<file path="src/logic/cqs_pkg.sv">
// constants for the completion queue and sleep control register group
package cqs_pkg;

	// register indices; the avalon byte address is four times the index
	localparam logic [7:0] IDX_SLEEP_CONTROL = 8'h1C;
	localparam logic [7:0] IDX_DONE_QUEUE_PORT = 8'h9D;
	localparam logic [7:0] IDX_DONE_QUEUE_COUNT = 8'h9E;
	localparam logic [7:0] IDX_SPECIAL_FUNCTION = 8'h9F;

	// reset values
	localparam logic [7:0] RST_SLEEP_CONTROL = 8'h00;
	localparam logic [7:0] RST_DONE_QUEUE_PORT = 8'h00;
	localparam logic [7:0] RST_DONE_QUEUE_COUNT = 8'h00;
	localparam logic [7:0] RST_SPECIAL_FUNCTION = 8'h00;

	// sleep_control fields
	localparam int SLP_INHIBIT_BIT = 7;
	localparam int SLP_DMA_PHASE_BIT = 1;
	localparam int SLP_SELECTION_BIT = 0;
	localparam logic [7:0] SLP_READ_MASK = 8'h83;

	// special_function_select fields
	localparam int SF_FLAG_LSB = 5;
	localparam int SF_FLAG_MSB = 7;
	localparam int SF_TEST_MSB = 4;
	localparam int SF_RAM_STRESS_BIT = 4;
	localparam int SF_HOST_BIT = 3;
	localparam int SF_SEQ_BIT = 2;
	localparam int SF_FIFO_BIT = 1;
	localparam int SF_SCSI_BIT = 0;

	// completion queue geometry
	localparam int Q_ADDR_W = 8;
	localparam int Q_WORDS = 256;
	localparam logic [7:0] Q_CAP_INTERNAL = 8'h10;
	localparam logic [7:0] Q_CAP_EXTERNAL = 8'hFF;
	localparam logic [7:0] Q_IDX_MASK_INTERNAL = 8'h0F;
	localparam logic [7:0] Q_IDX_MASK_EXTERNAL = 8'hFF;
	localparam logic [7:0] Q_DATA_MASK_INTERNAL = 8'h0F;

	// avalon slave handshake states, gray along the path
	typedef enum logic [1:0] {
		CQS_BUS_IDLE = 2'b00,
		CQS_BUS_ANSWER = 2'b01
	} cqs_bus_state_t;

endpackage

</file>
<file path="src/logic/cqs_done_queue.sv">
// first-in first-out store of completed command-block pointers
`timescale 1ns/100ps
module cqs_done_queue (
	input wire logic core_clk_i,
	input wire logic rst_n_i,
	input wire logic ext_mode_i,
	input wire logic push_i,
	input wire logic [7:0] push_data_i,
	input wire logic pop_i,
	output logic [7:0] head_o,
	output logic [7:0] count_o
);

	logic [7:0] mem [cqs_pkg::Q_WORDS];
	logic [cqs_pkg::Q_ADDR_W-1:0] wr_ptr_q;
	logic [cqs_pkg::Q_ADDR_W-1:0] wr_ptr_d;
	logic [cqs_pkg::Q_ADDR_W-1:0] rd_ptr_q;
	logic [cqs_pkg::Q_ADDR_W-1:0] rd_ptr_d;
	logic [7:0] count_q;
	logic [7:0] count_d;
	logic mode_q;
	logic [7:0] cap;
	logic [7:0] idx_mask;
	logic push_ok;
	logic pop_ok;
	logic mode_flip;

	// internal mode keeps only sixteen slots; external mode keeps up to 255 of the 256 slots
	assign cap = ext_mode_i ? cqs_pkg::Q_CAP_EXTERNAL : cqs_pkg::Q_CAP_INTERNAL;
	assign idx_mask = ext_mode_i ? cqs_pkg::Q_IDX_MASK_EXTERNAL : cqs_pkg::Q_IDX_MASK_INTERNAL;
	// full or empty requests leave every pointer and the count alone
	assign push_ok = push_i && (count_q != cqs_pkg::Q_CAP_EXTERNAL) && (count_q < cap);
	assign pop_ok = pop_i && (count_q != 8'h00);
	// a mode change remaps storage, so the old contents are dropped
	assign mode_flip = (mode_q != ext_mode_i);

	// pointers wrap at 256, a multiple of 16, so masking keeps them consistent
	assign wr_ptr_d = mode_flip ? 8'h00 : (push_ok ? wr_ptr_q + 8'h01 : wr_ptr_q);
	assign rd_ptr_d = mode_flip ? 8'h00 : (pop_ok ? rd_ptr_q + 8'h01 : rd_ptr_q);
	assign count_d = mode_flip ? 8'h00 :
		(push_ok && !pop_ok) ? count_q + 8'h01 :
		(pop_ok && !push_ok) ? count_q - 8'h01 : count_q;

	// oldest entry, with the upper nibble hidden in internal mode; an empty queue
	// reads as the reset value so unwritten storage never reaches the bus
	assign head_o = (count_q == 8'h00) ? cqs_pkg::RST_DONE_QUEUE_PORT :
		(mem[rd_ptr_q & idx_mask] &
		(ext_mode_i ? 8'hFF : cqs_pkg::Q_DATA_MASK_INTERNAL));
	assign count_o = count_q;

	// storage array, no reset needed since count guards every read
	always_ff @(posedge core_clk_i) begin
		if (push_ok && !mode_flip) begin
			mem[wr_ptr_q & idx_mask] <= push_data_i;
		end
	end

	// pointer and count state
	always_ff @(posedge core_clk_i or negedge rst_n_i) begin
		if (!rst_n_i) begin
			wr_ptr_q <= 8'h00;
			rd_ptr_q <= 8'h00;
			count_q <= cqs_pkg::RST_DONE_QUEUE_COUNT;
			mode_q <= 1'b0;
		end else begin
			wr_ptr_q <= wr_ptr_d;
			rd_ptr_q <= rd_ptr_d;
			count_q <= count_d;
			mode_q <= ext_mode_i;
		end
	end

endmodule

</file>
<file path="src/logic/cqs_regs.sv">
// completion queue, special function and sequencer sleep register group
//
// The Avalon-MM register port was decided locally.
`timescale 1ns/100ps
module cqs_regs (
	input wire logic core_clk_i,
	input wire logic rst_n_i,
	// avalon-mm slave
	input wire logic [9:0] avs_address,
	input wire logic avs_read,
	input wire logic avs_write,
	input wire logic [31:0] avs_writedata,
	input wire logic [3:0] avs_byteenable,
	output logic [31:0] avs_readdata,
	output logic avs_waitrequest,
	// sequencer register port
	input wire logic seq_wr_i,
	input wire logic [7:0] seq_addr_i,
	input wire logic [7:0] seq_wdata_i,
	output logic [7:0] seq_rdata_o,
	// mode and host pause-control event
	input wire logic external_cmdblock_ram_mode_i,
	input wire logic host_pause_off_wr_i,
	// wake status
	input wire logic dma_complete_i,
	input wire logic phase_mismatch_i,
	input wire logic select_out_done_i,
	input wire logic select_in_done_i,
	// sleep effects and command block storage select
	output logic seq_sleep_o,
	output logic seq_clk_en_o,
	output logic internal_io_bus_idle_o,
	output logic cmdblock_in_ext_sram_o,
	// test selections, mode and flags
	output logic seq_ram_stress_test_o,
	output logic host_block_test_o,
	output logic sequencer_block_test_o,
	output logic data_fifo_test_o,
	output logic scsi_block_test_o,
	output logic [2:0] special_function_mode_o,
	output logic [2:0] special_function_flags_o
);

	// register read mux shared by host bus and sequencer readback
	function automatic logic [7:0] cqs_read_mux(
		input logic [7:0] idx,
		input logic [7:0] sleep_r,
		input logic [7:0] head_r,
		input logic [7:0] count_r,
		input logic [7:0] sf_r
	);
		logic [7:0] val;
		val = 8'h00;
		unique case (idx)
			cqs_pkg::IDX_SLEEP_CONTROL: val = sleep_r & cqs_pkg::SLP_READ_MASK;
			cqs_pkg::IDX_DONE_QUEUE_PORT: val = head_r;
			cqs_pkg::IDX_DONE_QUEUE_COUNT: val = count_r;
			cqs_pkg::IDX_SPECIAL_FUNCTION: val = sf_r;
			default: val = 8'h00;
		endcase
		return val;
	endfunction

	cqs_pkg::cqs_bus_state_t bus_state_q;
	cqs_pkg::cqs_bus_state_t bus_state_d;
	logic [31:0] rdata_q;
	logic [31:0] rdata_d;
	logic [7:0] seq_rdata_q;
	logic [7:0] seq_rdata_d;
	logic sleep_inhibit_q;
	logic sleep_inhibit_d;
	logic [1:0] wake_en_q;
	logic [1:0] wake_en_d;
	logic [7:0] special_function_select_q;
	logic [7:0] special_function_select_d;
	logic sleeping_q;
	logic [7:0] sleep_reg;
	logic [7:0] q_head;
	logic [7:0] q_count;

	// host bus decode
	logic bus_req;
	logic bus_first;
	logic bus_commit;
	logic [7:0] bus_idx;
	logic bus_idx_hi_zero;
	logic [7:0] bus_idx_ok;
	logic host_wr;
	logic host_wr_sleep;
	logic host_wr_special_function_select;
	logic host_pop;

	// sequencer decode
	logic seq_wr_queue;
	logic seq_wr_sleep;
	logic seq_wr_special_function_select;
	logic [1:0] seq_wake_req;

	// sleep and wake terms
	logic wake_dma_phase;
	logic wake_selection;
	logic wake_hit;
	logic [1:0] wake_set;
	logic [1:0] wake_clr;

	// special function terms
	logic any_test;

	// address: index lives in bits 9:2, the two low bits must be zero
	assign bus_req = avs_read || avs_write;
	assign bus_idx_hi_zero = (avs_address[1:0] == 2'b00);
	assign bus_idx = avs_address[9:2];
	assign bus_idx_ok = bus_idx_hi_zero ? bus_idx : 8'h00;
	// a request is seen in its first cycle and committed in the answer cycle
	assign bus_first = bus_req && (bus_state_q == cqs_pkg::CQS_BUS_IDLE);
	assign bus_commit = bus_req && (bus_state_q == cqs_pkg::CQS_BUS_ANSWER);
	assign avs_waitrequest = bus_req && (bus_state_q == cqs_pkg::CQS_BUS_IDLE);
	assign avs_readdata = rdata_q;

	// host writes land in the answer cycle, only through byte lane 0
	assign host_wr = bus_commit && avs_write && avs_byteenable[0];
	assign host_wr_sleep = host_wr && (bus_idx_ok == cqs_pkg::IDX_SLEEP_CONTROL) &&
		bus_idx_hi_zero;
	assign host_wr_special_function_select = host_wr && (bus_idx_ok == cqs_pkg::IDX_SPECIAL_FUNCTION) &&
		bus_idx_hi_zero;
	// pop once, in the cycle the read data are captured; no pause needed
	assign host_pop = bus_first && avs_read && bus_idx_hi_zero &&
		(bus_idx == cqs_pkg::IDX_DONE_QUEUE_PORT);

	// handshake state
	always_comb begin
		bus_state_d = bus_state_q;
		unique case (bus_state_q)
			cqs_pkg::CQS_BUS_IDLE: begin
				if (bus_req) begin
					bus_state_d = cqs_pkg::CQS_BUS_ANSWER;
				end
			end
			cqs_pkg::CQS_BUS_ANSWER: begin
				bus_state_d = cqs_pkg::CQS_BUS_IDLE;
			end
			default: begin
				bus_state_d = cqs_pkg::CQS_BUS_IDLE;
			end
		endcase
	end

	// read data are taken in the first cycle so they stand with waitrequest low
	assign rdata_d = (bus_first && avs_read) ?
		{24'h000000, cqs_read_mux(bus_idx_ok, sleep_reg, q_head, q_count, special_function_select_q)} :
		rdata_q;

	// sequencer register decode
	assign seq_wr_queue = seq_wr_i && (seq_addr_i == cqs_pkg::IDX_DONE_QUEUE_PORT);
	assign seq_wr_sleep = seq_wr_i && (seq_addr_i == cqs_pkg::IDX_SLEEP_CONTROL);
	assign seq_wr_special_function_select = seq_wr_i && (seq_addr_i == cqs_pkg::IDX_SPECIAL_FUNCTION);
	assign seq_wake_req = {seq_wdata_i[cqs_pkg::SLP_DMA_PHASE_BIT],
		seq_wdata_i[cqs_pkg::SLP_SELECTION_BIT]};
	// sequencer readback never pops; only a host read or a mode change removes entries
	assign seq_rdata_d = cqs_read_mux(seq_addr_i, sleep_reg, q_head, q_count, special_function_select_q);
	assign seq_rdata_o = seq_rdata_q;

	// completion queue storage
	cqs_done_queue u_done_queue (
		.core_clk_i(core_clk_i),
		.rst_n_i(rst_n_i),
		.ext_mode_i(external_cmdblock_ram_mode_i),
		.push_i(seq_wr_queue),
		.push_data_i(seq_wdata_i),
		.pop_i(host_pop),
		.head_o(q_head),
		.count_o(q_count)
	);

	// in external mode the command blocks move off chip
	assign cmdblock_in_ext_sram_o = external_cmdblock_ram_mode_i;

	// wake status selection per enable bit
	assign wake_dma_phase = wake_en_q[1] && (dma_complete_i || phase_mismatch_i);
	assign wake_selection = wake_en_q[0] && (select_out_done_i || select_in_done_i);
	assign wake_hit = wake_dma_phase || wake_selection;

	// inhibit blocks the set, so the sequencer just carries on
	assign wake_set = (seq_wr_sleep && !sleep_inhibit_q) ? seq_wake_req : 2'b00;
	// wake or a host pause-off write clears both enables
	assign wake_clr = (wake_hit || host_pause_off_wr_i) ? 2'b11 : 2'b00;
	// a fresh set wins over a clear landing in the same cycle
	assign wake_en_d = wake_set | (wake_en_q & ~wake_clr);

	// inhibit belongs to the host driver
	assign sleep_inhibit_d = host_wr_sleep ? avs_writedata[cqs_pkg::SLP_INHIBIT_BIT] :
		sleep_inhibit_q;
	assign sleep_reg = {sleep_inhibit_q, 5'b00000, wake_en_q};

	// host wins when both sides write the function register together
	assign special_function_select_d = host_wr_special_function_select ? avs_writedata[7:0] :
		(seq_wr_special_function_select ? seq_wdata_i : special_function_select_q);

	// sleep effects derive from the enable bits, held in flops for clean gating
	assign seq_sleep_o = sleeping_q;
	assign seq_clk_en_o = !sleeping_q;
	assign internal_io_bus_idle_o = sleeping_q;

	// test selects drive the test logic directly
	assign seq_ram_stress_test_o = special_function_select_q[cqs_pkg::SF_RAM_STRESS_BIT];
	assign host_block_test_o = special_function_select_q[cqs_pkg::SF_HOST_BIT];
	assign sequencer_block_test_o = special_function_select_q[cqs_pkg::SF_SEQ_BIT];
	assign data_fifo_test_o = special_function_select_q[cqs_pkg::SF_FIFO_BIT];
	assign scsi_block_test_o = special_function_select_q[cqs_pkg::SF_SCSI_BIT];
	// upper bits are the mode next to an active test bit, the flags otherwise
	assign any_test = |special_function_select_q[cqs_pkg::SF_TEST_MSB:0];
	assign special_function_mode_o = any_test ?
		special_function_select_q[cqs_pkg::SF_FLAG_MSB:cqs_pkg::SF_FLAG_LSB] : 3'b000;
	assign special_function_flags_o = any_test ? 3'b000 :
		special_function_select_q[cqs_pkg::SF_FLAG_MSB:cqs_pkg::SF_FLAG_LSB];

	// bus handshake and read data
	always_ff @(posedge core_clk_i or negedge rst_n_i) begin
		if (!rst_n_i) begin
			bus_state_q <= cqs_pkg::CQS_BUS_IDLE;
			rdata_q <= 32'h00000000;
		end else begin
			bus_state_q <= bus_state_d;
			rdata_q <= rdata_d;
		end
	end

	// sleep control and special function registers
	always_ff @(posedge core_clk_i or negedge rst_n_i) begin
		if (!rst_n_i) begin
			sleep_inhibit_q <= cqs_pkg::RST_SLEEP_CONTROL[cqs_pkg::SLP_INHIBIT_BIT];
			wake_en_q <= cqs_pkg::RST_SLEEP_CONTROL[1:0];
			special_function_select_q <= cqs_pkg::RST_SPECIAL_FUNCTION;
		end else begin
			sleep_inhibit_q <= sleep_inhibit_d;
			wake_en_q <= wake_en_d;
			special_function_select_q <= special_function_select_d;
		end
	end

	// sleep flag is taken from the next enables, so it changes on the same edge as they settle
	always_ff @(posedge core_clk_i or negedge rst_n_i) begin
		if (!rst_n_i) begin
			sleeping_q <= 1'b0;
			seq_rdata_q <= 8'h00;
		end else begin
			sleeping_q <= |wake_en_d;
			seq_rdata_q <= seq_rdata_d;
		end
	end

endmodule
</file>
<file path="config.mk">
export PLATFORM = sky130hd
export DESIGN_NAME = cqs_regs
export DESIGN_NICKNAME = d
export VERILOG_FILES = /design/src/logic/cqs_pkg.sv /design/src/logic/cqs_done_queue.sv /design/src/logic/cqs_regs.sv
export SDC_FILE = /design/constraint.sdc
export NUM_CORES = 2
export LEC_CHECK = 0
export BUFFER_PORTS_ARGS = -buffer_cell sky130_fd_sc_hd__buf_4
export CORE_MARGIN = 2
export CORE_UTILIZATION = 35
export DETAILED_ROUTE_END_ITERATION = 10
export PLACE_DENSITY_LB_ADDON = 0.25
export SETUP_SLACK_MARGIN = 0.4
export SYNTH_ARGS = -nofsm -noshare
export SYNTH_HDL_FRONTEND = slang
export SYNTH_SLANG_ARGS = --single-unit
</file>
<file path="constraint.sdc">
create_clock -name core_clk_i -period 5.3 [get_ports core_clk_i]
set_input_delay 0.265 -clock core_clk_i [delete_from_list [all_inputs] [get_ports core_clk_i]]
set_output_delay 0.265 -clock core_clk_i [all_outputs]
set_load 0.03 [all_outputs]
</file>
Word level (Yosys, flattened, before mapping) --
Memory sizes are Yosys's and may differ from the RTL's. Index checks and enable logic that the tools add are counted. Widths: inputs -> output; s select.
Storage, ports and cells: memories 1, bits in latches 0, register bits 55, input port bits 73, logic and storage cells 102, memory bits (read-only) 0, output and inout bits 56, memory bits (writable) 2048
Memories:
- u_done_queue.mem | words 256, bits a word 8, rd ports 1, clocked after Yosys merged registers in 0, wr ports 1, RTL line cqs_done_queue.sv:14 | logic [7:0] mem [cqs_pkg::Q_WORDS];
Cells by class: shifts and indexed selects 0, equality and inequality tests 13, bitwise logic cells 6, add/sub/neg operators 4, multipliers 0, muxes and demuxes 23, reduce and logical (&&, ||, !) cells 43, magnitude comparators 1, div/mod/pow operators 0
Operators with widths (number):
- $mux 8 | 13
- $pmux 8 s4 | 2
- $eq 8x8->1 const B | 7
- $add 8x1->8 const B | 3
- $and 8x8->8 | 3
- $logic_and 1x1->1 | 23
- $eq 8x5->1 const B | 2
- $logic_not 8->1 | 1
- $lt 8x8->1 | 1
- $mux 2 | 4
- $ne 8x8->1 const B | 1
- $reduce_bool 8->1 | 1
- $sub 8x1->8 const B | 1
- $mux 3 | 2
- $reduce_bool 2->1 | 3
- $logic_not 1->1 | 5
- $logic_or 1x1->1 | 5
- $reduce_or 5->1 | 1
- $logic_not 2->1 | 2
- $reduce_bool 3->1 | 1
- $and 2x2->2 | 1
- $eq 2x1->1 const B | 1
- $mux 1 | 2
- $ne 2x2->1 const B | 1
- 4 further kinds | 4

Logic depth before layout (Yosys ltp) --
depth in word-level cells 10, depth in mapped cells 21, gate-level depth less buffers 18

Cells and area by module --
Synthesis repeated with hierarchy kept, for this count alone.
Second synthesis, totals: cells, all modules 4038, area, all modules 82751.9 µm²
By module, submodules not included:
- cqs_done_queue | seq. area each 62124.6 µm², cells an instance 3860, times used 1, area an instance 80865.1 µm²
- cqs_regs | seq. area each 725.7 µm², cells an instance 178, times used 1, area an instance 1886.8 µm²

Worst setup path after synthesis --
No wires, ideal clock.
path type input -> register, from input external_cmdblock_ram_mode_i, to register u_done_queue.count_q[7] (netlist: u_done_queue.count_o[7]), arrival time 4056 ps, setup time 78 ps, path buffers 3, setup slack 1166 ps, stages 21, required time 5222 ps, cell sequence buf_6 buf_6 inv_1 ha_1 a21o_1 a21o_1 a21o_1 a31oi_1 o21a_2 buf_4 ha_1 inv_1 ha_1 a21o_1 a21oi_1 nor2b_1 o21a_1 o41a_1 xnor2_1 or3_1 a21oi_1
Between the ends: cells in the longest elaborated chain, start to end 6, elaborated cells on any way between the ends 10, those cells by class order compare: 1; eq/ne: 1; mux: 3; reduce/logical: 5
Ends and longest elaborated chain:
- from (decl) | RTL line cqs_regs.sv:22 | input wire logic external_cmdblock_ram_mode_i,
- $mux 8 | RTL line cqs_done_queue.sv:29 | assign cap = ext_mode_i ? cqs_pkg::Q_CAP_EXTERNAL : cqs_pkg::Q_CAP_INTERNAL;
- $lt 8x8->1 | RTL line cqs_done_queue.sv:32 | assign push_ok = push_i && (count_q != cqs_pkg::Q_CAP_EXTERNAL) && (count_q < cap);
- $logic_and 1x1->1 | RTL line cqs_done_queue.sv:32
- $logic_and 1x1->1 / $logic_not 1->1 (equally long branches) | RTL line cqs_done_queue.sv:41, cqs_done_queue.sv:42
- $mux 8 / $logic_and 1x1->1 (equally long branches) | RTL line cqs_done_queue.sv:41, cqs_done_queue.sv:42
- $mux 8 / $reduce_bool 3->1 (equally long branches)
- to (signal assigned) | RTL line cqs_done_queue.sv:63 | count_q <= cqs_pkg::RST_DONE_QUEUE_COUNT;
- to (signal assigned) | RTL line cqs_done_queue.sv:68 | count_q <= count_d;
- to (decl) | RTL line cqs_done_queue.sv:19 | logic [7:0] count_q;
Parallel ways exist; a longest one is shown, timed or not. A chain may end at the register's enable or synchronous reset.

Final worst setup path --
from register u_done_queue.rd_ptr_q[1] in the netlist's numbering, to register rdata_q[3] (netlist: avs_readdata[3])
Between the ends: cells in the longest elaborated chain, start to end 5
Ends and longest elaborated chain:
- from (decl) | RTL line cqs_done_queue.sv:17 | logic [cqs_pkg::Q_ADDR_W-1:0] rd_ptr_q;
- from (signal assigned) | RTL line cqs_done_queue.sv:67 | rd_ptr_q <= rd_ptr_d;
- $and 8x8->8 | RTL line cqs_done_queue.sv:47 | (mem[rd_ptr_q & idx_mask] &
- $mem_v2 256x8
- $and 8x8->8 | RTL line cqs_done_queue.sv:47
- $mux 8 | RTL line cqs_done_queue.sv:46 | assign head_o = (count_q == 8'h00) ? cqs_pkg::RST_DONE_QUEUE_PORT :
- $pmux 8 s4 | RTL line cqs_regs.sv:54 | unique case (idx)
- to (signal assigned) | RTL line cqs_regs.sv:224 | rdata_q <= rdata_d;
- to (decl) | RTL line cqs_regs.sv:66 | logic [31:0] rdata_q;
No other way between the ends.

==> impl_metrics.toml <==
[clocking]
clock_sinks = 2102
htree_levels = 4
cts_tree = "done"
clock_path_buffers = 3
path_clk_slew_ns = 0.06
cts_root_buffer = "clkbuf_16"
cts_made_buffers = 209
insertion_delay_ns = 0.86

[hold_path]
whs_endpoint = "u_done_queue.mem[134][2]"
hold_path.class = "in -> reg"
min_path_cells = 1
hp-start = "seq_wdata_i[2]"

[worst_setup_path]
rr_endpoint = "avs_readdata[3]"
arrival_ns = 5.46
worstSetupPathType = "reg -> reg"
r2r_slack_ns = 0.57
critPathCaptureType = "register"
crit_family = "compound AO/OA/AOI/OAI gates"
path_buf_inv = 2
crit_required_ns = 6.02
slowest_delay_ns = 1.04
crit_fanout = 35
path_cells = "buf_4, mux2i_1, o22ai_1, a2111oi_0, o21ai_0, a32oi_1, nor2_1, nand3_1, o221ai_1, dlygate4sd3_1"
cp-start-kind = "register"
r2r_cells = 10
slowest_stage = "dfrtp_4"
timing.rr.start = "u_done_queue.rd_ptr_q[1]"

[sta]
clock_skew_ns = 0.0305
worst_slew_pin_slew_ns = 1.31
slew_viol_final = 0
fin_ws_ns = 0.570
setup-tns-final_ns = 0
post-route-period-util_pct = 89.2
rsz0062_at_grt = "false"
finalSetupViolations = 0
min_period_ns = 4.73
max_slew_margin_pct = 11.8
hold_viol = 0
fmax_mhz = 211

[global_route]
grt_pass1_wl_mm = 335
use_met1_pct = 27.3
grtUsageMet3_pct = 3.91
grt_pass1_vias = 42900
use_met2_pct = 30.4
antenna_found_initial = 6
grt_overflow = 0
grtUsageTotal_pct = 19.5
grt_max_degree = 187
busiest_layer = "met2"

[final_layout]
fin_cells = 7822
drive_gt1_share_pct = 22.5
layout.nets = 4585
syn2layout_area_growth_pct = 14.6

[route]
vias_per_cell = 5.54
remaining_drc_errors = 0
drt_iter0_drc = 5278
first_pass_iters = 5
vias = 43400
antenna_left = 0
drt-total-wl_mm = 240
wl_per_cell_microns = 30.7

[place]
port_buffers = 77
pre_cts_slack_ns = 0.861
gp_congestion = 0.883
dp_cells = 7396
hpwl_mm = 145

[synth]
async_flop_share_pct = 2.57
ys.flop_type = "edfxtp_1"
synth_cells = 4173
ys_seq_elements = 2102
synth-seq-area-share_pct = 75.6
synth_cell_type_count = 79
syn_area_per_cell_sq_um = 19.9
synth.cell_area_sq_mm = 0.0831
yosys_warnings = 0
synth_edf_count = 2048

[job]
drv_cap = 0

[floorplan]
io_pins = 129
die_h_microns = 491
dieArea_sq_mm = 0.241
core_area_sq_mm = 0.236
start_util_pct = 35.3
row_count = 178
die_w_microns = 491

[power]
p_per_area_mw_per_mm2 = 348
irDropWorstVdd_uv = 249
leakagePower_nw = 29.2

[run_status]
outcome = "finished, final reports clean"
==> Yosys cell counts (12+ instances only) <==
master | instances | area (sq um)
edfxtp_1 | 2048 | 61500
mux4_2 | 397 | 8940
nor2_1 | 336 | 1260
mux2i_1 | 235 | 2350
nand2_1 | 115 | 432
a22oi_1 | 103 | 773
buf_4 | 83 | 623
clkbuf_1 | 77 | 289
a21oi_1 | 75 | 375
o22ai_1 | 59 | 369
buf_2 | 55 | 275
dfrtp_1 | 54 | 1350
nand3_1 | 53 | 265
o21ai_0 | 40 | 200
o221ai_1 | 34 | 298
buf_6 | 31 | 349
mux4_1 | 25 | 657
nand4_1 | 24 | 150
a221oi_1 | 21 | 184
a22o_1 | 18 | 158
ha_1 | 18 | 225
a211oi_1 | 17 | 128
nor3_1 | 16 | 80.1
nor4_1 | 15 | 93.8
inv_1 | 13 | 48.8
o211ai_1 | 13 | 97.6
a31oi_1 | 12 | 75.1
nor2b_1 | 12 | 75.1
==> how the worst max path moves through the flow <==
stage	start	end	slack [ns]	depth (start not counted)
after floorplan	external_cmdblock_ram_mode_i	u_done_queue.count_o[7]	1.17	21
after global placement	external_cmdblock_ram_mode_i	u_done_queue.count_o[7]	0.78	19
after detailed placement	external_cmdblock_ram_mode_i	u_done_queue.mem[33][6]	0.86	11
after CTS	u_done_queue.rd_ptr_q[0]	avs_readdata[3]	0.55	10
after global routing	bus_state_q[0]	u_done_queue.count_o[7]	0.52	16
final	u_done_queue.rd_ptr_q[1]	avs_readdata[3]	0.57	10
==> routing by layer <==
metal	vias up	wire, microns	part of all wire (%)
li1	17800	-	-
met1	23300	102000	42
met2	1834	112000	47
met3	404	18200	7.6
met4	0	8290	3.4
met5	-	0	0
==> final cells by class <==
class                           instances  area, sq um
Inverter                               14         53.8
Antenna cell                            2         5.00
Timing Repair Buffer                  359         3170
Tap cell                             3150         3940
Clock inverter                        106         1000
Multi-Input combinational cell       1807        18600
Clock buffer                          282         5610
Fill cell                           21100       140000
Sequential cell                      2102        62900
==> registers in the layout (all words and copies together), names as in the netlist <==
signal,count
u_done_queue.rd_ptr_q,8
special_function_select_q,8
sleep_inhibit_q,1
u_done_queue.wr_ptr_q,8
bus_state_q,1
internal_io_bus_idle_o,1
u_done_queue.mem,2048
wake_en_q,2
u_done_queue.mode_q,1
u_done_queue.count_o,8
seq_rdata_o,8
avs_readdata,8
==> cell usage in the layout, fill, tap and decap left out, types with 27 or more instances in the layout <==
cell and instances:
buf_4 289, clkbuf_16 211, buf_12 27, a21oi_1 75
dlygate4sd3_1 35, nand2_1 105, mux2i_1 235, o221ai_1 34
dfrtp_1 50, clkbuf_1 65, edfxtp_1 2048, clkinv_1 49
nor2_1 335, o21ai_0 40, mux4_2 397, a22oi_1 103
nand3_1 48, o22ai_1 59
==> logic make-up (layout without fill, tap and decap cells) <==
| kind of cell | Yosys count | after routing | share of synthesized area [%] |
|---|---|---|---|
| other cells | 1 | 26 | 0.00451 |
| flops | 2102 | 2102 | 75.6 |
| compound gates | 438 | 438 | 3.69 |
| buf+inv | 287 | 761 | 2.24 |
| fa+ha+maj | 19 | 19 | 0.295 |
| mux | 668 | 668 | 14.5 |
| xor+xnor | 19 | 19 | 0.200 |
| simple gates | 639 | 639 | 3.45 |
==> power by group <==
| part | total, mW | internal [mW] | switching (mW) | leakage [nW] |
|---|---|---|---|---|
| clock network | 14.5 | 8.07 | 6.38 | 3.20 |
| logic | 0.429 | 0.0697 | 0.359 | 6.89 |
| registers | 18.2 | 18.2 | 0.00838 | 19.1 |
| total | 33.1 | 26.4 | 6.75 | 29.2 |
==> what timing repair did <==
action	4_1_cts	5_1_grt
hold endpoints to repair	138	0
setup buffers	0	1
endpoints found under the setup margin	0	1
hold buffers	35	0
resized for setup	0	1
==> worst reg2reg max path, stage by stage, from the launching register on <==
cell and delay [ns]:
dfrtp_4 1.04, buf_4 0.60, mux2i_1 0.26, o22ai_1 0.11, a2111oi_0 0.93, o21ai_0 0.18
a32oi_1 0.37, nor2_1 0.08, nand3_1 0.29, o221ai_1 0.17, dlygate4sd3_1 0.57
==> stage by stage <==
step	power (mW)	util (%)	hold WS [ns]	area, sq um
finish	33.1	40.4	0.0347	95300
global route	34.0	40.4	0.0647	95200
CTS	33.4	40.4	0.00901	95200
detailed placement	19.0	37.5	0.383	88300
global placement	19.0	37.5	0.372	88300
floorplan	18.7	-	-0.0306	83200
Power figures use the tool's default switching activity.
